### config.mk
export PLATFORM = sky130hd
export DESIGN_NAME = rtrb_register_bank
export DESIGN_NICKNAME = d
export VERILOG_FILES = /design/src/hdl/rtrb_cause_latch.v /design/src/hdl/rtrb_register_bank.v
export VERILOG_INCLUDE_DIRS = /design/src /design/src/hdl
export SDC_FILE = /design/constraint.sdc
export NUM_CORES = 1
export LEC_CHECK = 0
export BUFFER_PORTS_ARGS = -buffer_cell sky130_fd_sc_hd__buf_2
export CAP_MARGIN = 10
export CORE_MARGIN = 3
export CORE_UTILIZATION = 55
export CTS_CLUSTER_DIAMETER = 40
export DETAILED_ROUTE_END_ITERATION = 7
export PLACE_DENSITY = 0.83
export SYNTH_ARGS = -nofsm -noshare
export SYNTH_HDL_FRONTEND = slang
export SYNTH_SLANG_ARGS = --single-unit
### constraint.sdc
create_clock -name CORE_CLK -period 2.3 [get_ports CORE_CLK]
set_input_delay 0.46 -clock CORE_CLK [delete_from_list [all_inputs] [get_ports CORE_CLK]]
set_output_delay 0.46 -clock CORE_CLK [all_outputs]
set_load 0.005 [all_outputs]
### src/hdl/rtrb_defs.vh
// Functional notes
// [RULE_01] Host wins the shared bus, then strobes register select and read/write control.
// [RULE_02] Seven word registers decoded at consecutive addresses 0x0000 to 0x0006.
// [RULE_03] Configuration, time tag and frame tag registers are host readable and writable.
// [RULE_04] Reading the interrupt vector returns latched causes, then clears them all.
// [RULE_05] Mode bit 4 selects descriptor stack B when set, A when clear; reset 0.
// [RULE_06] Mode bit 3 enables memory error correction; reset 0.
// [RULE_07] Mode bit 2 selects internal wrap-around data for subaddress 30; reset 1.
// [RULE_08] Mode bit 1 enables command illegalization checking; reset 0.
// [RULE_09] Mode bit 0 accepts broadcast commands; reset 1, mode reset value 0x0005.
// [RULE_10] Time base register holds a 16-bit frame duration, reset zero.
// [RULE_11] Mask bits 15..11 hold the watched subaddress; reset 0.
// [RULE_12] Mask bits 10..8 encode descriptor stack size; 000 is one descriptor; reset 000.
// [RULE_13] Mask bits 7..0 enable causes; only end of message enabled after reset.
// [RULE_14] Interface bits 3..0 set access wait states; upper bits unused; reset 0000.
// [RULE_15] Vector bits 8..0 latch the nine causes in order; reset 0.
// [RULE_16] Time tag holds time counter, frame tag holds frame number; both reset 0.
// [RULE_17] Host interface error cause has no mask bit and is always latched.
// [RULE_18] Access lasts 400 ns until first interface register write, then programmed waits.
// [RULE_19] Unused bits read zero; writes to unused bits and the vector are ignored.
`ifndef RTRB_DEFS_VH
`define RTRB_DEFS_VH

`define RTRB_ADDR_MODE      3'h0
`define RTRB_ADDR_FRAME_DUR 3'h1
`define RTRB_ADDR_MASK      3'h2
`define RTRB_ADDR_IFACE     3'h3
`define RTRB_ADDR_VECTOR    3'h4
`define RTRB_ADDR_TIME_TAG  3'h5
`define RTRB_ADDR_FRAME_TAG 3'h6

`define RTRB_MODE_RESET     16'h0005
`define RTRB_MODE_MASK      16'h001f
`define RTRB_MASK_RESET     16'h0001
`define RTRB_IFACE_MASK     16'h000f
`define RTRB_VECTOR_MASK    16'h01ff

`define RTRB_BIT_STACK_SEL  4
`define RTRB_BIT_ECC_EN     3
`define RTRB_BIT_WRAP_SEL   2
`define RTRB_BIT_ILL_EN     1
`define RTRB_BIT_BCAST_EN   0

// Default access length before the interface register is first written
`define RTRB_DEFAULT_ACCESS_NS 400
`define RTRB_CLK_PERIOD_NS     10
// 400 ns at 10 ns per cycle is 40 cycles, so 39 waits beyond the first cycle
`define RTRB_DEFAULT_WAITS     6'h27

`endif

### src/hdl/rtrb_cause_latch.v
`timescale 1ns/1ps
`default_nettype none
`include "rtrb_defs.vh"

// Sticky interrupt cause vector with clear-on-read
module rtrb_cause_latch (
    input  wire        clk,
    input  wire        reset,
    input  wire [8:0]  cause_pulse,
    input  wire [7:0]  cause_enable,
    input  wire        read_clear,
    output reg  [8:0]  cause_vector
);
    wire [8:0] gated;

    // Interface error has no enable bit
    assign gated = cause_pulse & {1'b1, cause_enable}; // see [RULE_17]

    // New events win over the clear of a simultaneous read
    always @(posedge clk) begin
        if (reset) begin
            cause_vector <= 9'h000;
        end else if (read_clear) begin
            cause_vector <= gated; // see [RULE_04]
        end else begin
            cause_vector <= cause_vector | gated; // see [RULE_15]
        end
    end
endmodule

`default_nettype wire

### src/hdl/rtrb_register_bank.v
`timescale 1ns/1ps
`default_nettype none
`include "rtrb_defs.vh"

// Internal register bank of the remote terminal core
module rtrb_register_bank (
    input  wire        CORE_CLK,
    input  wire        RESET,
    input  wire        BUS_GRANTED,
    input  wire        REGISTER_SELECT_N,
    input  wire        REGISTER_READ_WRITE,
    input  wire [2:0]  REG_ADDR,
    input  wire [15:0] REG_WDATA,
    output reg  [15:0] REG_RDATA,
    input  wire [8:0]  CAUSE_EVENT,
    input  wire        TIME_TAG_LOAD,
    input  wire [15:0] TIME_TAG_VALUE,
    input  wire        FRAME_TAG_LOAD,
    input  wire [15:0] FRAME_TAG_VALUE,
    output reg         ACTIVE_STACK_SELECT,
    output reg         ECC_ENABLE,
    output reg         INTERNAL_WRAP_SELECT,
    output reg         ILLEGAL_CHECK_ENABLE,
    output reg         BROADCAST_ENABLE,
    output reg  [15:0] FRAME_LENGTH,
    output reg  [4:0]  WATCHED_SUBADDRESS,
    output reg  [2:0]  DESCRIPTOR_STACK_SIZE,
    output reg  [7:0]  CAUSE_ENABLE,
    output reg  [5:0]  ACCESS_WAIT_COUNT,
    output reg  [8:0]  INTERRUPT_CAUSE_VECTOR,
    output reg  [15:0] TIME_IN_FRAME,
    output reg  [15:0] FRAME_NUMBER
);
    reg  [15:0] terminal_mode_config;
    reg  [15:0] frame_duration_config;
    reg  [15:0] interrupt_mask_config;
    reg  [15:0] host_interface_config;
    reg         iface_written;
    reg  [15:0] time_in_frame_counter;
    reg  [15:0] frame_number_register;
    wire [8:0]  cause_vector;
    wire        access;
    wire        wr;
    wire        rd;
    reg  [15:0] next_rdata;

    // Access only while the host holds the shared bus
    assign access = BUS_GRANTED & ~REGISTER_SELECT_N; // see [RULE_01]
    assign wr     = access & ~REGISTER_READ_WRITE;
    assign rd     = access & REGISTER_READ_WRITE;

    function is_write;
        input [2:0] a;
        input [2:0] target;
        begin
            is_write = wr && (a == target);
        end
    endfunction

    // Configuration registers, masked to their used bits
    always @(posedge CORE_CLK) begin
        if (RESET) begin
            terminal_mode_config  <= `RTRB_MODE_RESET; // see [RULE_09]
            frame_duration_config <= 16'h0000; // see [RULE_10]
            interrupt_mask_config <= `RTRB_MASK_RESET; // see [RULE_13]
            host_interface_config <= 16'h0000; // see [RULE_14]
            iface_written         <= 1'b0;
        end else begin
            if (is_write(REG_ADDR, `RTRB_ADDR_MODE))
                terminal_mode_config <= REG_WDATA & `RTRB_MODE_MASK; // see [RULE_19]
            if (is_write(REG_ADDR, `RTRB_ADDR_FRAME_DUR))
                frame_duration_config <= REG_WDATA; // see [RULE_03]
            if (is_write(REG_ADDR, `RTRB_ADDR_MASK))
                interrupt_mask_config <= REG_WDATA;
            if (is_write(REG_ADDR, `RTRB_ADDR_IFACE)) begin
                host_interface_config <= REG_WDATA & `RTRB_IFACE_MASK;
                iface_written         <= 1'b1; // see [RULE_18]
            end
        end
    end

    // Time and frame tags; host write wins over a core load
    always @(posedge CORE_CLK) begin
        if (RESET) begin
            time_in_frame_counter <= 16'h0000; // see [RULE_16]
            frame_number_register <= 16'h0000;
        end else begin
            if (is_write(REG_ADDR, `RTRB_ADDR_TIME_TAG))
                time_in_frame_counter <= REG_WDATA; // see [RULE_03]
            else if (TIME_TAG_LOAD)
                time_in_frame_counter <= TIME_TAG_VALUE;
            if (is_write(REG_ADDR, `RTRB_ADDR_FRAME_TAG))
                frame_number_register <= REG_WDATA;
            else if (FRAME_TAG_LOAD)
                frame_number_register <= FRAME_TAG_VALUE;
        end
    end

    // Cause vector, cleared by a host read
    rtrb_cause_latch u_cause (
        .clk          (CORE_CLK),
        .reset        (RESET),
        .cause_pulse  (CAUSE_EVENT),
        .cause_enable (interrupt_mask_config[7:0]),
        .read_clear   (rd && (REG_ADDR == `RTRB_ADDR_VECTOR)), // see [RULE_04]
        .cause_vector (cause_vector)
    );

    // Read data mux
    always @* begin
        case (REG_ADDR) // see [RULE_02]
            `RTRB_ADDR_MODE:      next_rdata = terminal_mode_config;
            `RTRB_ADDR_FRAME_DUR: next_rdata = frame_duration_config;
            `RTRB_ADDR_MASK:      next_rdata = interrupt_mask_config;
            `RTRB_ADDR_IFACE:     next_rdata = host_interface_config;
            `RTRB_ADDR_VECTOR:    next_rdata = {7'h00, cause_vector}; // see [RULE_19]
            `RTRB_ADDR_TIME_TAG:  next_rdata = time_in_frame_counter;
            `RTRB_ADDR_FRAME_TAG: next_rdata = frame_number_register;
            default:              next_rdata = 16'h0000;
        endcase
    end

    // Registered outputs
    always @(posedge CORE_CLK) begin
        if (RESET) begin
            REG_RDATA <= 16'h0000;
        end else if (rd) begin
            REG_RDATA <= next_rdata;
        end
    end

    // Decoded fields toward the core
    always @(posedge CORE_CLK) begin
        ACTIVE_STACK_SELECT    <= terminal_mode_config[`RTRB_BIT_STACK_SEL]; // see [RULE_05]
        ECC_ENABLE             <= terminal_mode_config[`RTRB_BIT_ECC_EN]; // see [RULE_06]
        INTERNAL_WRAP_SELECT   <= terminal_mode_config[`RTRB_BIT_WRAP_SEL]; // see [RULE_07]
        ILLEGAL_CHECK_ENABLE   <= terminal_mode_config[`RTRB_BIT_ILL_EN]; // see [RULE_08]
        BROADCAST_ENABLE       <= terminal_mode_config[`RTRB_BIT_BCAST_EN]; // see [RULE_09]
        FRAME_LENGTH           <= frame_duration_config;
        WATCHED_SUBADDRESS     <= interrupt_mask_config[15:11]; // see [RULE_11]
        DESCRIPTOR_STACK_SIZE  <= interrupt_mask_config[10:8]; // see [RULE_12]
        CAUSE_ENABLE           <= interrupt_mask_config[7:0];
        INTERRUPT_CAUSE_VECTOR <= cause_vector;
        TIME_IN_FRAME          <= time_in_frame_counter;
        FRAME_NUMBER           <= frame_number_register;
        if (iface_written)
            ACCESS_WAIT_COUNT <= {2'b00, host_interface_config[3:0]}; // see [RULE_18]
        else
            ACCESS_WAIT_COUNT <= `RTRB_DEFAULT_WAITS;
    end
endmodule

`default_nettype wire

# --- Word-level counts from Yosys, hierarchy flattened ---
# Cells that the tools add are included.
classes:
  add_sub_neg: 0
  eq_ne: 6
  bitwise_logic: 7
  magnitude_cmp: 0
  n_mul: 0
  mux: 7
  n_shift: 0
  div_mod_pow: 0
  n_reduce_logical: 10
ops:
  columns: ["operator", "n"]
  rows:
  - ["one-hot mux 16 bit (7 select lines)", 1]
  - ["two-way mux 16 bit", 4]
  - ["bitwise AND 9 bit", 1]
  - ["equality test 3 bit (second input constant)", 3]
  - ["two-way mux 9 bit", 1]
  - ["OR 9 bit", 1]
  - ["logical AND 1 bit", 7]
  - ["equality test 3 x 2 -> 1 bit (second input constant)", 2]
  - ["two-way mux 6 bit", 1]
  - ["nonzero test 2 bit", 2]
  - ["bitwise AND 1 bit", 3]
  - ["equality test 3 x 1 -> 1 bit (second input constant)", 1]
  - ["zero test 3 bit", 1]
  - ["NOT 1 bit", 2]
totals:
  latch_bits: 0
  mem_count: 0
  ramBits: 0
  output_inout_bits: 100
  romBits: 0
  reg_bits: 183
  wordCells: 53
  inputBits: 67

# --- Depth between registers and ports, before layout ---
logic_depth:
  depth_word: 5
  mapped_depth: 8

# --- Modules after synthesis ---
# A second synthesis with hierarchy kept.
hier_totals:
  cells_unflattened: 582
  area_unflattened_um2: 6182.2
modules_own_cells:
  columns: ["mod", "instances", "cells_each", "area_each_um2"]
  rows:
  - ["rtrb_register_bank", 1, 545, 5850.6]
  - ["rtrb_cause_latch", 1, 37, 331.6]

# --- Worst setup path before layout ---
# OpenSTA, ideal clock, no wires.
synth_path:
  kind: "input to register"
  startpoint: "input REG_ADDR[1]"
  endpoint: "register REG_RDATA[13]"
  t_required_ps: 2183
  slack_ps: 713
  cell_stages: 7
  n_path_buf: 3
  arrival_time_ps: 1470
  cell_sequence: "buf_2 nor2b_1 buf_2 buf_2 a221oi_1 a21oi_1 a22o_1"
synth_via:
  elab_chain_len: 2
  word_cells_on_any_way: 8
  classes_between: "6 x eq/ne; 1 x mux; 1 x reduce/logical"
synth_lines:
  columns: ["item", "line_no", "rtl"]
  rows:
  - ["from (decl)", "rtrb_register_bank.v:12", "input wire [2:0] REG_ADDR,"]
  - ["equality test 3 bit, or another cell as far along", "rtrb_register_bank.v:111", "case (REG_ADDR)"]
  - ["one-hot mux 16 bit (7 select lines) (*)", "rtrb_register_bank.v:111", null]
  - ["to (signal assigned)", "rtrb_register_bank.v:128", "REG_RDATA <= next_rdata;"]
  - ["to (decl)", "rtrb_register_bank.v:14", "output reg [15:0] REG_RDATA,"]
# Mark *: on every way between the ends. The rest lies on a longest branch, timed or not.
# A chain may end at the register's enable or synchronous reset.

# --- Final worst setup path ---
layout_path:
  startpoint: "input REG_ADDR[2]"
  endpoint: "register frame_duration_config[10]"
layout_via:
  elab_chain_len: 2
layout_lines:
  columns: ["item", "line_no", "rtl"]
  rows:
  - ["equality test 3 x 1 -> 1 bit", "rtrb_register_bank.v:56", "is_write = wr && (a == target);"]
  - ["logical AND 1 bit", "rtrb_register_bank.v:56", null]
  - ["to (signal assigned)", "rtrb_register_bank.v:64", "frame_duration_config <= 16'h0000;"]
  - ["to (signal assigned)", "rtrb_register_bank.v:72", "frame_duration_config <= REG_WDATA;"]
  - ["to (decl)", "rtrb_register_bank.v:35", "reg [15:0] frame_duration_config;"]
# No other way between the ends.

==> results.cfg <==
[timing]
finalCriticalPeriod_ns = 1.63
rsz0062_at_grt = no
slew_violations = 0
max_freq_ghz = 0.614
max_slew_margin_pct = 41.5
finalHoldViolCount = 0
worst_pin_slew_ns = 0.878
period_share_pct = 70.8
clock_skew_ns = 0.00717
setup_violations = 0
fin_tns_setup_ns = 0
timing.hold.ws_ns = 0.143

[logic_synthesis]
yosysWarnings = 0
synth_xor_area_share_pct = 0
netlist_instances = 573
synth_area_leaders = dfxtp_1 60%, mux2i_1 7.0%, nand2_1 5.4%, a211oi_1 4.0%, a21oi_1 3.6%
synthArstFlopShare_pct = 0
synth-seq-cells = 182
synth_mux_area_share_pct = 9.77
post-synth-top-count-cell = dfxtp_1
synth.net_count = 640
synth.avg_cell_area_sq_um = 10.5
synth_top_family_by_area = compound AO/OA/AOI/OAI gates
synth_area_sq_um = 6030
ys_seq_area_share_pct = 60.4
synthAdderAreaFrac_pct = 0
synth_edf_count = 0
synth-compound-area-share_pct = 14.3
synthSimpleGateAreaFrac_pct = 12.0
synth.top_cell.area_share_pct = 60.4
synth.distinct_cells = 34
synth-main-ff-cell = dfxtp_1
synth_common_cells = 182 x dfxtp_1, 86 x nand2_1, 48 x nor2_1
synth_area_leader_cell = dfxtp_1

[clock_tree]
holdBufCountCts = 0
clkSinkCount = 182
cts_setup_buffers = 0
cts-root-buf = clkbuf_8
cts_inserted_buffers = 17
clk_latency_ns = 0.54
cts_resized = 0
cts_tree = built
htreeDepth = 4
clkTransAtPathRegs_ns = 0.07
clockBufferDepth = 2

[layout]
fillers = 755
diodes = 0
fin_nets = 798
syn_to_final_growth_pct = 24.8
drive_gt1_share_pct = 30.2

[critical_path]
arrival_ns = 2.01
critPathCaptureType = register
start_kind = input pin
cp.required_ns = 2.68
criticalPathCategory = input pin to register
cp_max_fo = 16

[detailed_routing]
drt-pass1-iter-count = 5
viasPerCell = 5.62
drc = 0
drtIter0Drc = 344
route.vias.total = 4948
routedWlPerCell_um = 18.3
postRouteAntennaNets = 0
totalWireLength_um = 16100

[flow_run]
drv_cap = 0

[placement]
post-dp-hpwl_um = 11200
io_buffers = 165
gp_routability_congestion = 0.926

[min_path]
hold_class = input pin to register

[floorplan]
die_h_um = 111
num_io_pins = 167
die_w_um = 111
initial_utilization_pct = 57.4
core_sq_um = 10500
num_rows = 37
dieArea_sq_um = 12300

[global_route]
grt_pass1_wl_um = 25500
antenna_found_initial = 0
grt_usage_pct = 26.3
grt_start_max_net_pins = 84
grt_pass1_vias = 4839
grt_remaining_overflow = 0

[power_and_ir_drop]
ir_drop_mv = 0.504
pwr_density_cell_nw_per_um2 = 861
power.leakage_nw = 3.31

[run_status]
outcome = complete, no violations
-- state kept, by name, summed over array words and instances (netlist names), 3 cells and up --
| name | count |
|---|---|
| terminal_mode_config | 5 |
| FRAME_LENGTH | 16 |
| u_cause.cause_vector | 9 |
| INTERRUPT_CAUSE_VECTOR | 9 |
| DESCRIPTOR_STACK_SIZE | 3 |
| TIME_IN_FRAME | 16 |
| ACCESS_WAIT_COUNT | 5 |
| frame_duration_config | 16 |
| host_interface_config | 4 |
| FRAME_NUMBER | 16 |
| time_in_frame_counter | 16 |
| interrupt_mask_config | 16 |
| WATCHED_SUBADDRESS | 5 |
| REG_RDATA | 16 |
| CAUSE_ENABLE | 8 |
| frame_number_register | 16 |
-- layout by cell type (no fill, tap or decap), types with 2 or more instances in the layout --
cell type and instances:
and2b_1 2, dfxtp_1 182, a21oi_1 44, a22oi_1 18
a221oi_1 7, clkbuf_16 16, nand3b_1 8, clkbuf_1 3
mux2_2 7, nor2b_1 2, a211oi_1 32, nand3_1 8
buf_2 165, a22o_1 8, nand2_1 86, o21ai_0 2
o211ai_1 12, clkinvlp_4 4, and2_1 3, buf_4 18
nand2b_1 3, mux4_2 4, nor2_1 48, clkbuf_8 7
mux2i_1 42
-- final timing paths --
path                                          startpoint                        end  slack [ns]  depth (start not counted)
worst max register to register  interrupt_mask_config[6]               REG_RDATA[6]        1.07                          4
worst min register to register  time_in_frame_counter[5]           TIME_IN_FRAME[5]        0.37                          0
worst min-delay path                      CAUSE_EVENT[8]    u_cause.cause_vector[8]        0.14                          3
worst max-delay path                         REG_ADDR[2]  frame_duration_config[10]        0.67                          5
-- cells by family (layout without fill, tap and decap cells) --
| group | Yosys count | count (layout) |
|---|---|---|
| compound gates | 126 | 126 |
| mux | 53 | 53 |
| buf+inv | 45 | 216 |
| flops | 182 | 182 |
| other cells | 1 | 1 |
| simple gates | 166 | 166 |
-- through the flow --
step                      util (%)  instances  power, mW  worst slack (ns)  cell area, sq um
final                         71.6        880       6.48             0.671              7530
after CTS                     71.6        880       6.49             0.727              7530
after global placement        66.2        848       3.74             0.309              6960
after detailed placement      66.2        848       3.75             0.162              6960
after floorplan                  -        573       3.56             0.713              6030
after global routing          71.6        880       6.68             0.516              7530
-- critical path: stages --
cell and delay (ns):
buf_2 0.14, nor4b_2 0.57, nand2_1 0.53, nand2_1 0.22, a21oi_1 0.09
-- layer usage --
metal	vias to the layer above	wire [um]	track usage, %
met2	238	7860	42.1
met3	36	1140	6.77
met5	-	0	0
li1	2321	-	-
met1	2353	6760	34.3
met4	0	374	9.93
-- power breakdown --
group          switching, mW  internal, mW  total [mW]
Clock                   1.18          1.61        2.80
Combinational          0.212         0.173       0.385
Sequential            0.0544          3.25        3.30
Total                   1.45          5.03        6.48
-- layout make-up --
type                    count  area (sq um)  share of cell area [%]
well taps                 136           170                    2.26
inverters                   1          3.75                  0.0499
flip-flops and latches    182          3640                    48.4
multi-input cells         346          2180                    28.9
clock inverters             6          65.1                   0.864
clock buffers              26           508                    6.75
repair buffers            183           961                    12.8
No activity file was read; power rests on OpenSTA's default activity.
